--- src/rcr_pkg.sv ---
// Purpose: Constants for the reset cause recorder
// Assumes: 8-bit registers on a plain register port
// Notes:   Offsets are local register indices
package rcr_pkg;
	localparam logic [1:0] ADDR_BORCTL = 2'h0;
	localparam logic [1:0] ADDR_PCF    = 2'h1;
	localparam logic [1:0] ADDR_STAT   = 2'h2;
	localparam logic [1:0] ADDR_IRQ    = 2'h3;
	// Interrupt register: status in [3:0], mask in [7:4]
	localparam int BIT_STACK_OVERFLOW_FLAG = 7;
	localparam int BIT_STACK_UNDERFLOW_FLAG = 6;
	localparam int BIT_PINRST = 3;
	localparam int BIT_INSTR  = 2;
	localparam int BIT_POR    = 1;
	localparam int BIT_BOR    = 0;
	localparam int BIT_TO     = 4;
	localparam int BIT_PD     = 3;
	localparam int BIT_SW_BROWNOUT_ENABLE = 7;
	localparam int BIT_BROWNOUT_READY = 0;
	localparam logic [7:0] PCF_IMPL_MASK = 8'hCF;
	localparam logic [7:0] PCF_POR_VAL   = 8'h0C;
	localparam logic [1:0] STAT_POR_VAL  = 2'h3;
	localparam logic [7:0] BORCTL_POR_VAL = 8'h80;
	localparam logic [15:0] PC_RESET = 16'h0000;
	localparam logic [15:0] PC_VECTOR = 16'h0004;
	localparam int IRQ_RST = 0;
	localparam int IRQ_WAKE = 1;
	localparam int IRQ_STK = 2;
	localparam int IRQ_BOR = 3;
endpackage : rcr_pkg

--- src/rcr_reset_cause_recorder.sv ---
// Purpose: Records the cause of the last reset or wake-up
// Assumes: Event inputs are one-cycle pulses from same-clock logic
// Notes:   Power-on is the async reset; no other reset clears this block
//
// Overview of operation
// - Every reset updates cause flags or status
// - Power-on forces timeout and powerdown to one
// - Power-on pattern: flags 00 1100, status 11
// - Power-on flag cleared by power-on, software sets
// - Brown-out flag cleared by power-on or brown-out
// - Brown-out: fixed flag pattern except power-on flag kept, status 11, PC zero
// - Pin reset clears pin flag; firmware sets it
// - Reset instruction clears its flag only
// - Overflow sets flag; reset only when enabled
// - Underflow sets flag; reset only when enabled
// - Flag bits five and four read zero
// - Watchdog reset clears timeout; wake clears both
// - Interrupt wake: timeout one, powerdown zero
// - Pin reset running: only pin flag cleared
// - Pin reset asleep: timeout one, powerdown zero
// - Interrupt wake with global enable: next, then vector
// - Unimplemented status bits read zero
// - Brown-out control: enable bit7, ready bit0
//
// Local design decisions: the placing of the registers and strobed register access.
module rcr_reset_cause_recorder (
	input  wire logic        ref_clk_in,
	input  wire logic        rstn_in,
	input  wire logic        clk_en_in,
	input  wire logic [1:0]  addr_in,
	input  wire logic [7:0]  wdata_in,
	input  wire logic        wr_in,
	input  wire logic        rd_in,
	input  wire logic        brownout_in,
	input  wire logic        external_reset_pin_in,
	input  wire logic        instr_reset_in,
	input  wire logic        wdt_expire_in,
	input  wire logic        stack_ovf_in,
	input  wire logic        stack_unf_in,
	input  wire logic        irq_wake_in,
	input  wire logic        global_irq_enable_in,
	input  wire logic        sleeping_in,
	input  wire logic        stack_reset_enable_in,
	input  wire logic        brownout_ready_in,
	input  wire logic [15:0] pc_in,
	output logic [7:0]       rdata_out,
	output logic             core_reset_out,
	output logic             pc_load_out,
	output logic [15:0]      pc_value_out,
	output logic             vector_pending_out,
	output logic             sw_brownout_enable_out,
	output logic             irq_out
);
	// ---------------------------------------------
	// Pin synchroniser
	// ---------------------------------------------
	logic pin_s1_reg;
	logic pin_s2_reg;
	logic pin_prev_reg;
	always_ff @(posedge ref_clk_in or negedge rstn_in) begin
		if (!rstn_in) begin
			pin_s1_reg   <= 1'b1;
			pin_s2_reg   <= 1'b1;
			pin_prev_reg <= 1'b1;
		end else if (clk_en_in) begin
			pin_s1_reg   <= external_reset_pin_in;
			pin_s2_reg   <= pin_s1_reg;
			pin_prev_reg <= pin_s2_reg;
		end
	end
	// Pin is active low; act on the falling edge only
	wire pin_ev = pin_prev_reg & ~pin_s2_reg;

	// ---------------------------------------------
	// Event decode
	// ---------------------------------------------
	wire bor_ev = brownout_in;
	wire nb     = ~bor_ev;
	wire pin_run = nb & pin_ev & ~sleeping_in;
	wire pin_slp = nb & pin_ev & sleeping_in;
	wire wdt_run = nb & ~pin_ev & wdt_expire_in & ~sleeping_in;
	wire wdt_slp = nb & ~pin_ev & wdt_expire_in & sleeping_in;
	wire irq_wk  = nb & ~pin_ev & ~wdt_expire_in & irq_wake_in & sleeping_in;
	wire ri_ev   = nb & instr_reset_in;
	wire ovf_rst = nb & stack_ovf_in & stack_reset_enable_in;
	wire unf_rst = nb & stack_unf_in & stack_reset_enable_in;
	wire any_rst = bor_ev | pin_run | pin_slp | wdt_run | ri_ev | ovf_rst | unf_rst;
	wire any_wake = wdt_slp | irq_wk;

	wire wr_pcf  = wr_in & (addr_in == rcr_pkg::ADDR_PCF);
	wire wr_bctl = wr_in & (addr_in == rcr_pkg::ADDR_BORCTL);
	wire wr_irq  = wr_in & (addr_in == rcr_pkg::ADDR_IRQ);

	// ---------------------------------------------
	// Power control flags
	// ---------------------------------------------
	logic [7:0] pcf_reg;
	logic [7:0] pcf_next;
	always_comb begin
		pcf_next = pcf_reg;
		if (wr_pcf) begin
			pcf_next = wdata_in;
		end
		if (bor_ev) begin
			pcf_next[rcr_pkg::BIT_STACK_OVERFLOW_FLAG] = 1'b0;
			pcf_next[rcr_pkg::BIT_STACK_UNDERFLOW_FLAG] = 1'b0;
			pcf_next[rcr_pkg::BIT_PINRST] = 1'b1;
			pcf_next[rcr_pkg::BIT_INSTR]  = 1'b1;
			pcf_next[rcr_pkg::BIT_POR]    = pcf_reg[rcr_pkg::BIT_POR];
			pcf_next[rcr_pkg::BIT_BOR]    = 1'b0;
		end
		if (pin_run | pin_slp) begin
			pcf_next[rcr_pkg::BIT_PINRST] = 1'b0;
		end
		if (ri_ev) begin
			pcf_next[rcr_pkg::BIT_INSTR] = 1'b0;
		end
		if (nb & stack_ovf_in) begin
			pcf_next[rcr_pkg::BIT_STACK_OVERFLOW_FLAG] = 1'b1;
		end
		if (nb & stack_unf_in) begin
			pcf_next[rcr_pkg::BIT_STACK_UNDERFLOW_FLAG] = 1'b1;
		end
		pcf_next = pcf_next & rcr_pkg::PCF_IMPL_MASK;
	end

	// ---------------------------------------------
	// Status bits: [1] timeout, [0] powerdown
	// ---------------------------------------------
	logic [1:0] stat_reg;
	logic [1:0] stat_next;
	always_comb begin
		stat_next = stat_reg;
		if (bor_ev) begin
			stat_next = 2'h3;
		end else if (pin_slp | irq_wk) begin
			stat_next = 2'h2;
		end else if (wdt_slp) begin
			stat_next = 2'h0;
		end else if (wdt_run) begin
			stat_next[1] = 1'b0;
		end
	end

	// ---------------------------------------------
	// Brown-out control and interrupts
	// ---------------------------------------------
	logic       sw_brownout_enable_reg;
	logic [3:0] ist_reg;
	logic [3:0] imask_reg;
	wire  [3:0] iev = {bor_ev, nb & (stack_ovf_in | stack_unf_in), any_wake, any_rst};
	// Set beats write-one-to-clear
	wire  [3:0] ist_next = (ist_reg & ~({4{wr_irq}} & wdata_in[3:0])) | iev;

	always_ff @(posedge ref_clk_in or negedge rstn_in) begin
		if (!rstn_in) begin
			pcf_reg    <= rcr_pkg::PCF_POR_VAL;
			stat_reg   <= rcr_pkg::STAT_POR_VAL;
			sw_brownout_enable_reg <= rcr_pkg::BORCTL_POR_VAL[rcr_pkg::BIT_SW_BROWNOUT_ENABLE];
			ist_reg    <= 4'h0;
			imask_reg  <= 4'h0;
		end else if (clk_en_in) begin
			pcf_reg  <= pcf_next;
			stat_reg <= stat_next;
			ist_reg  <= ist_next;
			if (wr_bctl) begin
				sw_brownout_enable_reg <= wdata_in[rcr_pkg::BIT_SW_BROWNOUT_ENABLE];
			end
			if (wr_irq) begin
				imask_reg <= wdata_in[7:4];
			end
		end
	end

	// ---------------------------------------------
	// Read port
	// ---------------------------------------------
	logic ready_s1_reg;
	logic ready_s2_reg;
	wire [7:0] bctl_rd = {sw_brownout_enable_reg, 6'h00, ready_s2_reg};
	wire [7:0] stat_rd = {3'h0, stat_reg, 3'h0};
	wire [7:0] rd_mux = (addr_in == rcr_pkg::ADDR_BORCTL) ? bctl_rd :
	                    (addr_in == rcr_pkg::ADDR_PCF)    ? pcf_reg :
	                    (addr_in == rcr_pkg::ADDR_STAT)   ? stat_rd :
	                    {imask_reg, ist_reg};

	// ---------------------------------------------
	// Core control outputs
	// ---------------------------------------------
	// vector after next instruction
	wire vec_ev = irq_wk & global_irq_enable_in;
	always_ff @(posedge ref_clk_in or negedge rstn_in) begin
		if (!rstn_in) begin
			ready_s1_reg           <= 1'b0;
			ready_s2_reg           <= 1'b0;
			rdata_out              <= 8'h00;
			core_reset_out         <= 1'b1;
			pc_load_out            <= 1'b1;
			pc_value_out           <= rcr_pkg::PC_RESET;
			vector_pending_out     <= 1'b0;
			sw_brownout_enable_out <= rcr_pkg::BORCTL_POR_VAL[rcr_pkg::BIT_SW_BROWNOUT_ENABLE];
			irq_out                <= 1'b0;
		end else if (clk_en_in) begin
			ready_s1_reg           <= brownout_ready_in;
			ready_s2_reg           <= ready_s1_reg;
			rdata_out              <= rd_in ? rd_mux : 8'h00;
			core_reset_out         <= any_rst;
			pc_load_out            <= any_rst | any_wake;
			// Wake resumes after the sleep instruction
			pc_value_out           <= any_rst ? rcr_pkg::PC_RESET : pc_in + 16'h0001;
			vector_pending_out     <= vec_ev;
			sw_brownout_enable_out <= sw_brownout_enable_reg;
			irq_out                <= |(ist_next & imask_reg);
		end
	end
endmodule : rcr_reset_cause_recorder

--- config.mk ---
export PLATFORM = sky130hd
export DESIGN_NAME = rcr_reset_cause_recorder
export DESIGN_NICKNAME = d
export VERILOG_FILES = /design/src/rcr_pkg.sv /design/src/rcr_reset_cause_recorder.sv
export SDC_FILE = /design/constraint.sdc
export NUM_CORES = 1
export LEC_CHECK = 0
export BUFFER_PORTS_ARGS = -buffer_cell sky130_fd_sc_hd__buf_2
export CAP_MARGIN = 20
export CORE_MARGIN = 2
export CORE_UTILIZATION = 25
export DETAILED_ROUTE_END_ITERATION = 16
export MAX_ROUTING_LAYER = met4
export PLACE_DENSITY = 0.5
export SYNTH_ARGS = -nofsm -noshare
export SYNTH_HDL_FRONTEND = slang
export SYNTH_SLANG_ARGS = --single-unit
--- constraint.sdc ---
create_clock -name ref_clk_in -period 1.9 [get_ports ref_clk_in]
set_input_delay 0.38 -clock ref_clk_in [delete_from_list [all_inputs] [get_ports ref_clk_in]]
set_output_delay 0.38 -clock ref_clk_in [all_outputs]
set_load 0.005 [all_outputs]
======== After elaboration in Yosys (flattened, before gate mapping) ========
Index checks and enable logic that the tools add are counted.
operators by class
  add/sub/neg operators ................... 1
  equality and inequality tests ........... 3
  muxes and demuxes ....................... 17
  bitwise operators ....................... 42
  reductions and logical operators ........ 19
operators with widths
  operator               number
  $mux 8                 5
  $and 1x1->1            21
  $reduce_and 2->1       9
  $add 16x1->16 const B  1
  $mux 16                1
  $reduce_bool 3->1      5
  $and 4x4->4            3
  $or 1x1->1             11
  $mux 1                 7
  $mux 2                 3
  $not 1->1              5
  $eq 2x2->1 const B     2
  $mux 4                 1
  $not 4->4              1
  $or 4x4->4             1
  $reduce_bool 4->1      1
  $reduce_or 4->1        1
  $reduce_and 3->1       1
  $eq 2x1->1 const B     1
  $logic_not 2->1        1
  $reduce_bool 2->1      1
word-level totals
  register bits ........................... 51
  input bits .............................. 42
  logic and storage cells ................. 105

======== Logic depth before layout (Yosys ltp) ========
  depth after elaboration ................. 13
  mapped depth ............................ 6
  depth with buffers taken out ............ 5

======== Worst setup path after synthesis ========
No wires, ideal clock.
  path kind ............................... flip-flop to flip-flop
  start ................................... register pin_prev_reg
  end ..................................... register pc_value_out[9]
  arrival ................................. 1320 ps
  data required time ...................... 1780 ps
  setup slack ............................. 461 ps
  stages on the path, launching flop included .. 6
  buffers on the path ..................... 1
  cells stage by stage .................... dfstp_2 nor2b_2 nor2_1 and3_2 clkbuf_1 a31o_1
on the way
  longest elaborated chain between the ends .. 10
RTL lines
  element                                                 line                                                                                            source
  start: declaration                                      rcr_reset_cause_recorder.sv:59                                                                  logic pin_prev_reg;
  start signal: assignment                                rcr_reset_cause_recorder.sv:68                                                                  pin_prev_reg <= pin_s2_reg;
  $and 1x1->1 (*)                                         rcr_reset_cause_recorder.sv:72                                                                  wire pin_ev = pin_prev_reg & ~pin_s2_reg;
  $and 1x1->1 or $not 1->1 (tied branches)                rcr_reset_cause_recorder.sv:79, rcr_reset_cause_recorder.sv:80, rcr_reset_cause_recorder.sv:81
  $and 1x1->1 (on tied branches)                          rcr_reset_cause_recorder.sv:79, rcr_reset_cause_recorder.sv:81
  $or 1x1->1 or $and 1x1->1 (tied branches) (2 in a row)  rcr_reset_cause_recorder.sv:87, rcr_reset_cause_recorder.sv:81
  $or 1x1->1 (*) (4 in a row)                             rcr_reset_cause_recorder.sv:87                                                                  wire any_rst = bor_ev | pin_run | pin_slp | wdt_run | ri_ev | ovf_rst | unf_rst;
  $mux 16 (*)                                             rcr_reset_cause_recorder.sv:210                                                                 pc_value_out <= any_rst ? rcr_pkg::PC_RESET : pc_in + 16'h0001;
  end signal: assignment                                  rcr_reset_cause_recorder.sv:199                                                                 pc_value_out <= rcr_pkg::PC_RESET;
  end signal: assignment                                  rcr_reset_cause_recorder.sv:210
  end: declaration                                        rcr_reset_cause_recorder.sv:49                                                                  output logic [15:0] pc_value_out,
Every way passes the cells marked *; elsewhere a longest branch is shown, timed or not.
A chain may end at the register's enable or synchronous reset.

======== Final worst setup path ========
  start ................................... register pin_s2_reg
  end ..................................... register pc_value_out[15]
on the way
  longest elaborated chain between the ends .. 11
RTL lines
  element                                                 line                                                                                            source
  start: declaration                                      rcr_reset_cause_recorder.sv:58                                                                  logic pin_s2_reg;
  start signal: assignment                                rcr_reset_cause_recorder.sv:67                                                                  pin_s2_reg <= pin_s1_reg;
  $not 1->1 (*)                                           rcr_reset_cause_recorder.sv:72
  $and 1x1->1 (*)                                         rcr_reset_cause_recorder.sv:72
  $and 1x1->1 or $not 1->1 (tied branches)                rcr_reset_cause_recorder.sv:79, rcr_reset_cause_recorder.sv:80, rcr_reset_cause_recorder.sv:81
  $and 1x1->1 (on tied branches)                          rcr_reset_cause_recorder.sv:79, rcr_reset_cause_recorder.sv:81
  $or 1x1->1 or $and 1x1->1 (tied branches) (2 in a row)  rcr_reset_cause_recorder.sv:87, rcr_reset_cause_recorder.sv:81
  $or 1x1->1 (*) (4 in a row)                             rcr_reset_cause_recorder.sv:87
  $mux 16 (*)                                             rcr_reset_cause_recorder.sv:210
Marked as above.

==> impl_metrics.yaml <==
run_status:
  outcome: "finished clean"
power:
  power_frac_comb_pct: 19.2
  p_leak_nw: 1.45
  p_int_mw: 1.71
  switching_share_pct: 28.7
  powerDensity_mw_per_mm2: 748
  vdd_ir_drop_max_mv: 0.254
  p_switching_uw: 689
  pwr-share-seq_pct: 54.6
  p_total_mw: 2.40
  p_clk_share_pct: 26.2
final_layout:
  antennaDiodeCount: 0
  largest_reg_flops: 16
  multi_input_area_sq_mm: 0.00117
  syn2layout_area_growth_pct: 23.4
  postLayoutCellArea_sq_mm: 0.00321
  final_core_util_pct: 31.4
  nFillCells: 1067
  drive_gt1_share_pct: 37.3
  fin_nets: 366
  seqCellArea_sq_mm: 0.00129
clocking:
  cts_buffer_depth: 2
  clock_sinks: 51
  cts_tree: "built"
  clk_pin_slew_worst_paths_ns: 0.10
  htree_levels: 2
  clock_latency_ns: 0.31
  cts_made_buffers: 5
  cts_setup_buffers: 0
  cts_root_buffer: "clkbuf_8"
  ctsResizeCount: 0
  postCtsHoldBufs: 0
yosys:
  synth_cell_types: 47
  ys_warn_count: 0
  ys_seq_elements: 51
  yosysSeqAreaShare_pct: 49.6
  syn_area_sq_mm: 0.00260
  syn_inst: 250
  synth_edf_count: 0
  yosys_most_used_dff: "dfrtp_1"
  async_flop_share_pct: 100
  synth.net_count: 293
  synth.avg_cell_area_sq_um: 10.4
setup_path:
  path_cells: "nor2b_2, nor2_1, nand4_1, o2bb2ai_1"
  r2r_cells: 4
  end_kind: "register"
  cpLargestDelayFamily: "simple AND/OR/NAND/NOR gates"
  required_ns: 2.12
  critical_path_class: "register to register"
  worstPathArrival_ns: 1.77
  path_buf_inv: 0
  crit_cells: 4
  slowest_delay_ns: 0.55
  worst_r2r_endpoint: "pc_value_out[15]$_DFFE_PN0P_"
  r2r-start: "pin_s2_reg$_DFFE_PN1P_"
  slowest_stage: "dfstp_2"
  crit_fanout: 9
  critPathLaunch: "pin_s2_reg$_DFFE_PN1P_"
  start_kind: "register"
  reg2reg_slack_ns: 0.35
sta:
  finalClockSkew_ns: 0.00782
  finalSetupViolations: 0
  timing.hold.ws_ns: 0.00828
  fin_setup_tns_ns: 0
  drv_slew: 0
  clock.fmax_ghz: 0.646
  max_slew_margin_pct: 68.5
  tightest_slew_ns: 0.473
  rsz0062_at_grt: "false"
  finalHoldViolCount: 0
  finalCritPeriodShare_pct: 81.5
  period_minus_slack_ns: 1.55
route:
  wl_per_cell_um: 15.0
  finalWirelength_um: 6890
  drt_iter0_markers: 93
  antenna_left: 0
  viasPerCell: 4.52
  firstDrtPassIters: 4
  drc_errors: 0
  dr_total_vias: 2080
grt:
  grtUsageTotal_pct: 12.9
  grt_pass1_wl_um: 11100
  grt_max_degree: 23
  antenna_found_initial: 0
  grt_pass1_vias: 2035
  overflow: 0
flow_run:
  maxCapViolCount: 0
placed_design:
  place_hpwl_um: 5420
  portBuffers: 70
  gp_congestion: 0.825
  placed_cell_area_sq_mm: 0.00312
die:
  die_area_sq_mm: 0.0112
  die_w_um: 106
  row_count: 37
  core_area_sq_mm: 0.0102
  io_pins: 71
  die_y_um: 106
  start_util_pct: 25.4
hold_path:
  hold_class: "input pin to async pin"
-- power groups by stage --
stage	logic [mW]	clock network, mW	registers, mW
6_report	0.460	0.630	1.31
5_1_grt	0.519	0.685	1.33
4_1_cts	0.467	0.646	1.31
3_5_place_dp	0.464	0	1.33
3_3_place_gp	0.460	0	1.33
2_1_floorplan	0.265	0	1.31
-- cells in the final DEF, fill, tap and decap left out, drive strengths merged, types with 2 or more instances in the layout --
cell type	instances
a22o	2
o21ai	18
mux2	14
a21oi	6
dfrtp	40
nor4b	2
nor3	2
inv	15
a32o	2
nand2	22
xor2	7
nand3	19
buf	80
a22oi	4
o22ai	3
o31ai	2
clkbuf	6
nand4	7
and3	2
nor2	12
dfstp	11
and4	2
o2bb2ai	16
nor2b	3
mux2i	4
xnor2	7
-- routing by layer --
| layer | vias to the layer above | global-route usage (%) | wire length [um] |
|---|---|---|---|
| met5 | - | - | 0 |
| met1 | 992 | 17.5 | 3370 |
| met2 | 40 | 19.9 | 3260 |
| met4 | 0 | 4.51 | 131 |
| li1 | 1041 | - | - |
| met3 | 7 | 1.84 | 134 |
-- stage by stage --
step / setup slack, ns / instances
6_report: 0.351 / 460
5_1_grt: 0.174 / 460
4_1_cts: 0.316 / 460
3_5_place_dp: 0.196 / 452
3_3_place_gp: 0.189 / 452
2_1_floorplan: 0.461 / 250
-- final cells by class --
cell class	count	share of cell area (%)
flip-flops and latches	51	40.2
multi-input cells	170	36.4
repair buffers	80	13.7
well taps	136	5.30
clock buffers	6	2.26
inverters	15	1.76
clock inverters	2	0.390
-- Yosys cell counts (2+ instances only) --
cell	count	area, sq um
o2bb2ai_1	16	140
nand3_1	19	95.1
dfrtp_1	40	1000
inv_1	14	52.6
nor3_1	2	10.0
buf_2	4	20.0
clkbuf_8	2	27.5
mux2i_1	4	40.0
nor2_1	12	45.0
o22ai_1	3	18.8
and4_1	2	17.5
o21ai_0	18	90.1
a21oi_1	6	30.0
a32o_1	2	20.0
mux2_2	14	158
clkbuf_1	7	26.3
a22o_1	2	17.5
nand4_1	7	43.8
dfstp_2	11	289
xor2_1	7	61.3
nand2_1	22	82.6
o31ai_1	2	15.0
a22oi_1	4	30.0
xnor2_1	7	61.3
-- worst register-to-register path: cells and delay by family, from the launching register on --
kind / cells / cell delay [ns]
flip-flops: 1 / 0.55
AO/OA/AOI/OAI: 1 / 0.27
AND/OR/NAND/NOR: 3 / 0.64
-- kinds of logic (layout without fill, tap and decap cells) --
group	Yosys count	count (layout)	share of synthesized area [%]
AO/OA/AOI/OAI	61	61	16.7
buffers and inverters	29	103	5.44
XOR/XNOR	14	14	4.72
AND/OR/NAND/NOR	76	76	15.5
multiplexers	18	18	7.60
adder cells (fa/ha/maj)	1	1	0.481
flip-flops	51	51	49.6
-- worst max path at each step --
stage	endpoint	slack [ns]
detailed placement	pcf_reg[1]$_DFFE_PN0P_	0.20
global route	pc_value_out[15]$_DFFE_PN0P_	0.17
floorplan	pc_value_out[9]$_DFFE_PN0P_	0.46
finish	pc_value_out[15]$_DFFE_PN0P_	0.35
global placement	pcf_reg[1]$_DFFE_PN0P_	0.19
CTS	pc_value_out[15]$_DFFE_PN0P_	0.32
No activity file was read; power rests on OpenSTA's default activity.
